**config.mk**
```make
export PLATFORM = sky130hd
export DESIGN_NAME = rsis_seq
export DESIGN_NICKNAME = d
export VERILOG_FILES = /design/src/design/rsis_pkg.sv /design/src/design/rsis_seq.sv /design/src/design/rsis_pin_sync.sv
export SDC_FILE = /design/constraint.sdc
export NUM_CORES = 1
export LEC_CHECK = 0
export BUFFER_PORTS_ARGS = -buffer_cell sky130_fd_sc_hd__buf_2
export CAP_MARGIN = 5
export CORE_ASPECT_RATIO = 1.5
export CORE_UTILIZATION = 23
export DETAILED_ROUTE_END_ITERATION = 6
export SYNTH_ARGS = -nofsm -noshare
export SYNTH_HDL_FRONTEND = slang
export SYNTH_HIERARCHICAL = 1
export SYNTH_SLANG_ARGS = --single-unit
```
**constraint.sdc**
```tcl
create_clock -name mclk_i -period 5.27 [get_ports mclk_i]
set_input_delay 0.2635 -clock mclk_i [delete_from_list [all_inputs] [get_ports mclk_i]]
set_output_delay 0.2635 -clock mclk_i [all_outputs]
set_load 0.02 [all_outputs]
```
**src/design/rsis_pkg.sv**
```systemverilog
// Constants, state encoding and field layout for the reset and init sequencer.
// Assumes one clock, the double-rate clock, and a synchronous active-low block reset.
package rsis_pkg;
   localparam int unsigned RESET_MIN_CYC = 41;     // Least reset length, double-rate cycles
   localparam int unsigned FAIL_DLY_CYC = 3;       // Cycles from release to failure assert
   localparam int unsigned BOOT_WORDS = 8;         // Words in the boot checksum block
   localparam logic [31:0] BOOT_BASE = 32'h0000_0000;
   localparam logic [31:0] BOOT_SUM_OK = 32'h0000_0000;  // Sum of eight words when good
   localparam logic [2:0] BOOT_PTR_A_IDX = 3'h1;  // Boot word used as first pointer
   localparam logic [2:0] BOOT_PTR_B_IDX = 3'h2;  // Boot word used as second pointer
   localparam logic [2:0] BOOT_LAST_IDX = 3'h7;
   localparam logic [1:0] BYTE_SHIFT = 2'h0;       // Low address bits of a word address

   typedef enum logic [2:0] {
      RSIS_HOLD  = 3'h0,   // Reset pin asserted or not yet validly released
      RSIS_FDLY  = 3'h1,   // Few cycles before failure asserts
      RSIS_TEST  = 3'h2,   // Self-test running, failure asserted
      RSIS_FETCH = 3'h3,   // Fetching boot words
      RSIS_CHECK = 3'h4,   // Comparing boot checksum
      RSIS_CLRQ  = 3'h5,   // One cycle to drop latched interrupts
      RSIS_RUN   = 3'h6,   // Executing
      RSIS_STOP  = 3'h7    // Stopped, does nothing until reset
   } rsis_state_t;
endpackage : rsis_pkg

```
**src/design/rsis_seq.sv**
```systemverilog
// Reset, strap sampling, self-test, boot checksum and bad-access handling.
// Assumes the board delivers a clock-aligned reset pin; self-test is modelled by inputs.
`timescale 1ns/1ps
module rsis_seq
   import rsis_pkg::*;
#(
   parameter int unsigned TEST_W = 16      // Width of the self-test length input
) (
   input wire logic mclk_i,                  // Double-rate clock, 250 MHz
   input wire logic rst_n_i,                 // Block reset, synchronous, active low
   input wire logic reset_pin_i,             // Processor reset pin, active high
   input wire logic irq0_msg_pin_i,          // Interrupt/message pin, strap at release
   input wire logic bad_access_in_i,         // Bad access pin, strap at release
   input wire logic selftest_pass_i,         // Self-test outcome, 1 = pass
   input wire logic [TEST_W-1:0] selftest_cycles_i, // Self-test length in cycles
   input wire logic [31:0] fetch_data_i,     // Boot word returned
   input wire logic fetch_ack_i,             // Boot word valid
   input wire logic last_ready_i,            // Last ready of a transfer, same clock
   input wire logic sync_op_i,               // Transfer belongs to a sync move or load
   output logic failure_o,                   // Failure pin drive level, always low
   output logic failure_oe_o,                // Failure pin pulled low while high
   output logic fetch_req_o,                 // Boot word request
   output logic [31:0] fetch_addr_o,         // Boot word address
   output logic proc_num_o,                  // Processor number, 0 or 1
   output logic primary_master_o,            // Strapped as primary master
   output logic secondary_master_o,          // Strapped as secondary master
   output logic init_leader_o,               // Strapped to run active initialization
   output logic [31:0] boot_ptr_a_o,         // First data-structure pointer
   output logic [31:0] boot_ptr_b_o,         // Second data-structure pointer
   output logic irq_clear_o,                 // Clear latched interrupts, pulse
   output logic run_o,                       // Executing instructions
   output logic stopped_o,                   // Stopped state
   output logic outputs_en_o,                // Bus outputs may be driven
   output logic err_unrecov_o,               // Unrecoverable bad access seen
   output logic err_recov_o                  // Recoverable bad access seen
);
   rsis_state_t state_q, state_d;
   logic rst_pin_s, strap_irq_s, bad_s;
   logic [5:0] rst_cnt_q;
   logic [1:0] fdly_q;
   logic [TEST_W-1:0] test_cnt_q;
   logic [2:0] widx_q;
   logic [31:0] sum_q;
   logic [31:0] words_q [BOOT_WORDS];
   logic lr_q, syn_q;
   logic test_done, release_ok;

   // All three pins cross from the board, so they share one filter
   rsis_pin_sync #(.W(3)) u_sync (
      .mclk_i(mclk_i),
      .rst_n_i(rst_n_i),
      .pin_i({reset_pin_i, irq0_msg_pin_i, bad_access_in_i}),
      .lvl_o({rst_pin_s, strap_irq_s, bad_s})
   );

   assign release_ok = !rst_pin_s && (rst_cnt_q >= 6'(RESET_MIN_CYC));
   assign test_done = (test_cnt_q + TEST_W'(1)) >= selftest_cycles_i;

   // Count how long reset is held; a short pulse must be reasserted in full
   always_ff @(posedge mclk_i) begin
      if (!rst_n_i) begin
         rst_cnt_q <= '0;
      end else if (state_q != RSIS_HOLD) begin
         rst_cnt_q <= rst_pin_s ? 6'h01 : 6'h00;
      end else if (rst_pin_s) begin
         if (rst_cnt_q < 6'(RESET_MIN_CYC)) rst_cnt_q <= rst_cnt_q + 6'h01;
      end else if (!release_ok) begin
         rst_cnt_q <= '0;
      end
   end

   // Sequencer; the synchronised reset pin, while high, preempts every state
   always_comb begin
      state_d = state_q;
      case (state_q)
         RSIS_HOLD:  if (release_ok) state_d = RSIS_FDLY;
         RSIS_FDLY:  if (fdly_q == 2'(FAIL_DLY_CYC - 1)) state_d = RSIS_TEST;
         RSIS_TEST: begin
            if (test_done) begin
               if (!selftest_pass_i) state_d = RSIS_STOP;
               else if (init_leader_o) state_d = RSIS_FETCH;
               else state_d = RSIS_CLRQ;
            end
         end
         RSIS_FETCH: if (fetch_ack_i && widx_q == BOOT_LAST_IDX) state_d = RSIS_CHECK;
         RSIS_CHECK: state_d = (sum_q == BOOT_SUM_OK) ? RSIS_CLRQ : RSIS_STOP;
         RSIS_CLRQ:  state_d = RSIS_RUN;
         RSIS_RUN:   state_d = RSIS_RUN;
         RSIS_STOP:  state_d = RSIS_STOP;
         default:    state_d = RSIS_HOLD;
      endcase
      if (rst_pin_s) state_d = RSIS_HOLD;
   end

   always_ff @(posedge mclk_i) begin
      if (!rst_n_i) state_q <= RSIS_HOLD;
      else state_q <= state_d;
   end

   // Failure follows the next state, so it is held through test and stop
   always_ff @(posedge mclk_i) begin
      if (!rst_n_i) failure_oe_o <= 1'b0;
      else failure_oe_o <= (state_d == RSIS_TEST) || (state_d == RSIS_STOP);
   end
   assign failure_o = 1'b0;

   // Straps are caught on the cycle the valid release is seen
   always_ff @(posedge mclk_i) begin
      if (!rst_n_i) begin
         proc_num_o <= 1'b0;
         init_leader_o <= 1'b0;
      end else if (state_q == RSIS_HOLD && release_ok) begin
         proc_num_o <= !strap_irq_s;
         init_leader_o <= bad_s;
      end
   end
   assign primary_master_o = !proc_num_o;
   assign secondary_master_o = proc_num_o;

   // Failure delay and self-test cycle counters
   always_ff @(posedge mclk_i) begin
      if (!rst_n_i) begin
         fdly_q <= '0;
         test_cnt_q <= '0;
      end else begin
         fdly_q <= (state_q == RSIS_FDLY) ? fdly_q + 2'h1 : 2'h0;
         test_cnt_q <= (state_q == RSIS_TEST) ? test_cnt_q + TEST_W'(1) : '0;
      end
   end

   // Boot fetch: one outstanding request, address held in a flop
   assign fetch_req_o = (state_q == RSIS_FETCH);
   always_ff @(posedge mclk_i) begin
      if (!rst_n_i) begin
         widx_q <= '0;
         sum_q <= '0;
         fetch_addr_o <= BOOT_BASE;
      end else if (state_q != RSIS_FETCH) begin
         widx_q <= '0;
         sum_q <= '0;
         fetch_addr_o <= BOOT_BASE;
      end else if (fetch_ack_i) begin
         words_q[widx_q] <= fetch_data_i;
         sum_q <= sum_q + fetch_data_i;
         widx_q <= widx_q + 3'h1;
         fetch_addr_o <= BOOT_BASE + {27'h0, widx_q + 3'h1, BYTE_SHIFT};
      end
   end

   // Pointers reuse words already fetched; no second bus access is needed
   always_ff @(posedge mclk_i) begin
      if (!rst_n_i) begin
         boot_ptr_a_o <= '0;
         boot_ptr_b_o <= '0;
      end else if (state_q == RSIS_CHECK && sum_q == BOOT_SUM_OK) begin
         boot_ptr_a_o <= words_q[BOOT_PTR_A_IDX];
         boot_ptr_b_o <= words_q[BOOT_PTR_B_IDX];
      end
   end

   assign irq_clear_o = (state_q == RSIS_CLRQ);
   assign run_o = (state_q == RSIS_RUN);
   assign stopped_o = (state_q == RSIS_STOP);
   assign outputs_en_o = !(state_q == RSIS_HOLD || state_q == RSIS_STOP);

   // Bad access is looked at one cycle after the last ready; set beats clear
   always_ff @(posedge mclk_i) begin
      if (!rst_n_i) begin
         lr_q <= 1'b0;
         syn_q <= 1'b0;
         err_unrecov_o <= 1'b0;
         err_recov_o <= 1'b0;
      end else begin
         lr_q <= last_ready_i && outputs_en_o;
         syn_q <= sync_op_i;
         if (lr_q && bad_s && !syn_q) err_unrecov_o <= 1'b1;
         else if (state_q == RSIS_HOLD) err_unrecov_o <= 1'b0;
         if (lr_q && bad_s && syn_q) err_recov_o <= 1'b1;
         else if (state_q == RSIS_HOLD) err_recov_o <= 1'b0;
      end
   end

   // Checks on the sequence
   a_reset_short: assert property (@(posedge mclk_i) disable iff (!rst_n_i)
      (state_q == RSIS_HOLD && !rst_pin_s && rst_cnt_q < 6'(RESET_MIN_CYC)) |=> state_q == RSIS_HOLD)
      else $error("Init began after a short reset");
   a_strap_number: assert property (@(posedge mclk_i) disable iff (!rst_n_i)
      (state_q == RSIS_HOLD && release_ok) |=> primary_master_o == $past(strap_irq_s))
      else $error("Processor number strap not captured");
   a_strap_leader: assert property (@(posedge mclk_i) disable iff (!rst_n_i)
      (state_q == RSIS_HOLD && release_ok) |=> init_leader_o == $past(bad_s))
      else $error("Leader strap not captured");
   a_fail_soon: assert property (@(posedge mclk_i) disable iff (!rst_n_i)
      (state_q == RSIS_HOLD && release_ok && !reset_pin_i) ##1 !rst_pin_s [*3]
      |-> ##[0:1] failure_oe_o)
      else $error("Failure not asserted after release");
   a_test_fail_held: assert property (@(posedge mclk_i) disable iff (!rst_n_i)
      state_q == RSIS_TEST |-> failure_oe_o)
      else $error("Failure dropped during self-test");
   a_test_stop: assert property (@(posedge mclk_i) disable iff (!rst_n_i)
      (state_q == RSIS_TEST && test_done && !selftest_pass_i && !rst_pin_s)
      |=> stopped_o && failure_oe_o && !outputs_en_o)
      else $error("Self-test fault did not stop");
   a_test_pass: assert property (@(posedge mclk_i) disable iff (!rst_n_i)
      (state_q == RSIS_TEST && test_done && selftest_pass_i && !rst_pin_s) |=> !failure_oe_o)
      else $error("Failure held after a passing self-test");
   a_fetch_addr: assert property (@(posedge mclk_i) disable iff (!rst_n_i)
      fetch_req_o |-> fetch_addr_o == BOOT_BASE + {27'h0, widx_q, BYTE_SHIFT})
      else $error("Boot fetch address wrong");
   a_sum_stop: assert property (@(posedge mclk_i) disable iff (!rst_n_i)
      (state_q == RSIS_CHECK && sum_q != BOOT_SUM_OK && !rst_pin_s) |=> stopped_o && failure_oe_o)
      else $error("Bad checksum did not stop");
   a_irq_first: assert property (@(posedge mclk_i) disable iff (!rst_n_i)
      $rose(run_o) |-> $past(irq_clear_o))
      else $error("Run began without clearing interrupts");
   a_bad_unrecov: assert property (@(posedge mclk_i) disable iff (!rst_n_i)
      (last_ready_i && outputs_en_o && !sync_op_i) ##1 (bad_s && state_q != RSIS_HOLD)
      |=> err_unrecov_o)
      else $error("Bad access not flagged unrecoverable");
   a_bad_recov: assert property (@(posedge mclk_i) disable iff (!rst_n_i)
      (last_ready_i && outputs_en_o && sync_op_i) ##1 bad_s |=> err_recov_o)
      else $error("Bad access after sync op not recoverable");
   a_reset_quiet: assert property (@(posedge mclk_i) disable iff (!rst_n_i)
      rst_pin_s |=> !fetch_req_o && !outputs_en_o && !failure_oe_o)
      else $error("Activity while reset asserted");

   c_boot_run: cover property (@(posedge mclk_i) disable iff (!rst_n_i)
      state_q == RSIS_CHECK ##1 run_o [*2]);
   c_test_stop: cover property (@(posedge mclk_i) disable iff (!rst_n_i)
      state_q == RSIS_TEST ##1 stopped_o);
   c_sum_stop: cover property (@(posedge mclk_i) disable iff (!rst_n_i)
      state_q == RSIS_CHECK ##1 stopped_o);
   c_recov: cover property (@(posedge mclk_i) disable iff (!rst_n_i) $rose(err_recov_o));
endmodule : rsis_seq

```
**src/design/rsis_pin_sync.sv**
```systemverilog
// Three-stage synchroniser for pins arriving from outside the clock domain.
// Assumes each bit is an independent level; output moves only when stages two and three agree.
`timescale 1ns/1ps
module rsis_pin_sync #(
   parameter int unsigned W = 1
) (
   input wire logic mclk_i,             // Double-rate clock
   input wire logic rst_n_i,            // Synchronous reset, active low
   input wire logic [W-1:0] pin_i,      // Raw pin levels
   output logic [W-1:0] lvl_o           // Filtered levels
);
   logic [W-1:0] s1_q;
   logic [W-1:0] s2_q;
   logic [W-1:0] s3_q;

   // First stage feeds only the second, so metastability never reaches a gate
   always_ff @(posedge mclk_i) begin
      if (!rst_n_i) begin
         s1_q <= '0;
         s2_q <= '0;
         s3_q <= '0;
      end else begin
         s1_q <= pin_i;
         s2_q <= s1_q;
         s3_q <= s2_q;
      end
   end

   // A change counts once the later two stages agree, which rejects one-cycle glitches
   genvar g;
   generate
      for (g = 0; g < W; g++) begin : g_bit
         always_ff @(posedge mclk_i) begin
            if (!rst_n_i) begin
               lvl_o[g] <= 1'b0;
            end else if (s2_q[g] == s3_q[g]) begin
               lvl_o[g] <= s3_q[g];
            end
         end
      end
   endgenerate
endmodule : rsis_pin_sync

```
==> summary.md <==
| Metric | Value |
|---|---|
| Outcome | finished, final reports clean |
| GRT Overall Usage | 12.2% |
| Worst Skew | 12.0 ps |
| Area delta synth->final | 20.9% |
| Largest cells by area after synthesis | dfxtp_1 29%, edfxtp_1 19%, ha_1 6.8% |
| Max cap viols | 0 |
| Antenna violations before repair | 0 |
| Final-layout fill cell count | 4595 |
| Yosys warnings | 6 |
| Overall routed net length | 27.1 mm |
| Vias per Instance | 4.41 |
| WP data required | 5660 ps |
| Post-synth EDFFs | 64 |
| Pin count of the biggest net entering global routing | 87 |
| Vias in the first global route | 7643 |
| Die Ht | 257 µm |
| Crit Path Max Fanout | 5 |
| Synth Register Bits | 209 |
| Headroom to the max-slew limit | 47.4% |
| Antenna-violating nets left | 0 |
| Tmin final | 3290 ps |
| FMAX | 0.304 GHz |
| Final Util | 28.1% |
| First-pass GRT wire length | 41.8 mm |
| CTS max path bufs | 3 |
| Final Slew Violations | 0 |
| Dpl hpwl | 20.1 mm |
| Final Setup Violations | 0 |
| Initial DRC count | 272 |
| Synth Instances | 1027 |
| Post-synth top cells | 176 x nand2_1, 145 x dfxtp_1, 68 x a21boi_0 |
| CTS Buf Count | 21 |
| CTS tree | yes |
| CP Capture Type | flip-flop |
| Leak Pwr | 4.92 nW |
| Clk Latency, worst-skew pair | 510 ps |
| Most common cell in the netlist | nand2_1 |
| Post-CTS setup buffer count | 0 |
| Yosys top cell by area | dfxtp_1 |
| Top-area cell type share of the netlist area | 29.2% |
| Setup TNS | 0 ps |
| Core Rows | 93 |
| Fin Hold WS | 4.28 ps |
| Hold Path Class | input port to flip-flop |
| Crit path launch type | flip-flop |
| Sequential-to-total area share from yosys stat | 48.5% |
| CTS HTree Levels | 1 |
| CP Class | flip-flop to flip-flop |
| DRT Pass-1 Iters | 4 |
| Final Wtd Congestion | 0.876 |
| Clock slew at reported path FFs | 60 ps |
| Ys async rst share | 0% |
| Remaining Overflow, GRT | 0 |
| Core Footprint | 42800 µm² |
| Die ar. | 44100 µm² |
| Ant. Diodes | 0 |
| Critical Path AT | 3680 ps |
| Layout cell share with drive strength beyond 1 | 17.8% |
| Final nets | 1280 |
| Setup ws final | 1980 ps |
| Syn_area_per_cell | 9.70 µm² |
| Metal1 wirelength | 10.5 mm |
| Synthesized area | 9960 µm² |
| Top Metal Used | met4 |
| Maximum vdd ir drop | 0.159 mV |
| Setup slack at placement | 2000 ps |
| IO Port Bufs | 135 |
| I/O pin total | 166 |
| Final cycle utilization of the critical path | 62.3% |
| Die W | 172 µm |
| Final Hold Viols | 0 |
| Root buffer cell | clkbuf_16 |
| Post-DR wirelength/cell | 15.5 µm |
| Met3 wire length | 1.12 mm |
| Num Clock Sinks | 209 |
| Synth Flop Type | dfxtp_1 |
| Post-route DRC | 0 |
| Synth cell types | 69 |
| Cell Pwr Density | 286 nW/µm² |
| RSZ-0062 raised after global routing | false |
| Metal2 WL | 14.5 mm |
| Initial core utilization | 23.3% |
| DR vias | 7733 |
| Least-Margin Pin Slew | 789 ps |
==> critical path, cell delays in order, from the launching register on <==
cell and delay (ps):
dfxtp_1 400, nand4_1 140, or2_2 300, nor2_1 130, nand4_1 190, nor2_1 190
xor2_1 210, ha_1 290, a211oi_1 250, a21oi_1 110, a211oi_2 360, mux2_2 390
nor4_1 220
==> cells in the final DEF, fill, tap and decap left out, types with 4 or more instances in the layout <==
| cell type | instances |
|---|---|
| a211oi_1 | 6 |
| a21boi_0 | 68 |
| a21o_1 | 22 |
| a21oi_1 | 33 |
| a31oi_1 | 10 |
| and2_1 | 9 |
| and2_2 | 6 |
| and3_1 | 7 |
| buf_2 | 135 |
| buf_4 | 9 |
| bufinv_16 | 5 |
| clkbuf_1 | 4 |
| clkbuf_16 | 21 |
| clkinv_2 | 5 |
| conb_1 | 30 |
| dfxtp_1 | 145 |
| dlygate4sd3_1 | 18 |
| edfxtp_1 | 64 |
| ha_1 | 54 |
| inv_1 | 30 |
| mux2i_1 | 27 |
| nand2_1 | 176 |
| nand2b_1 | 6 |
| nand3_1 | 25 |
| nand3b_1 | 9 |
| nand4_1 | 9 |
| nor2_1 | 59 |
| nor2b_1 | 27 |
| nor3_1 | 13 |
| nor3b_1 | 4 |
| nor4_1 | 11 |
| o211ai_1 | 5 |
| o21a_1 | 7 |
| o21ai_0 | 28 |
| or2_2 | 4 |
| or3_1 | 4 |
| xnor2_1 | 20 |
| xor2_1 | 20 |
==> state kept, by name, summed over array words and instances (netlist names) <==
name	flops
proc_num_o	1
u_sync/lvl_o	3
lr_q	1
failure_oe_o	1
rst_cnt_q	6
boot_ptr_b_o	32
u_sync/s3_q	3
err_unrecov_o	1
u_sync/s1_q	3
syn_q	1
fdly_q	2
err_recov_o	1
sum_q	32
boot_ptr_a_o	32
state_q	3
test_cnt_q	16
u_sync/s2_q	3
widx_q	3
words_q	64
init_leader_o	1
==> cells by family (layout without fill, tap and decap cells) <==
logic type | Yosys count | count (layout) | synth area share [%]
mux | 29 | 29 | 2.94
simple gates | 380 | 380 | 18.0
compound gates | 209 | 209 | 14.7
buf+inv | 104 | 230 | 5.37
other cells | 1 | 30 | 0.0377
xor+xnor | 40 | 40 | 3.52
flops | 209 | 209 | 48.5
fa+ha+maj | 55 | 55 | 6.99
==> routing by layer <==
| metal | up-vias | track usage [%] |
|---|---|---|
| met5 | - | 0 |
| met4 | 0 | 5.38 |
| met3 | 55 | 1.82 |
| met2 | 168 | 22.7 |
| met1 | 3706 | 13.2 |
| li1 | 3804 | - |
==> stage by stage <==
step | total power (W) | std cells | area (µm²)
final | 0.00344 | 1752 | 12000
after global routing | 0.00357 | 1752 | 12000
after CTS | 0.00349 | 1751 | 12000
after detailed placement | 0.00185 | 1697 | 11100
after global placement | 0.00185 | 1697 | 11100
after floorplan | 0.00181 | 1056 | 10100
==> final timing paths <==
kind,end,cells after the start,from,slack [ps]
setup / recovery,failure_oe_o$_SDFF_PN0_,12,test_cnt_q[3]$_SDFF_PN0_,1980
hold / removal,syn_q$_SDFF_PN0_,2,sync_op_i,4
setup reg to reg,failure_oe_o$_SDFF_PN0_,12,test_cnt_q[3]$_SDFF_PN0_,1980
hold reg to reg,fdly_q[0]$_SDFF_PN0_,1,fdly_q[0]$_SDFF_PN0_,420
==> area by class of cell <==
cell class | count | area, µm² | area share (%)
sequential | 209 | 4820 | 40.1
multi-input combinational | 743 | 4730 | 39.3
inverter | 31 | 118 | 0.977
clock buffer | 25 | 541 | 4.49
clock inverter | 12 | 194 | 1.61
tap | 570 | 713 | 5.92
timing repair buffer | 162 | 923 | 7.67
==> repair_timing <==
item                      CTS  global route
hold endpoints to repair   29             2
hold buffers               17             1
resized for setup           0             0
==> power by group <==
group / internal (W) / switching (W) / total (W)
sequential: 0.00166 / 0.00000122 / 0.00166
clock: 0.000981 / 0.000638 / 0.00162
combinational: 0.0000630 / 0.000100 / 0.000163
No activity file was read; power rests on OpenSTA's default activity.
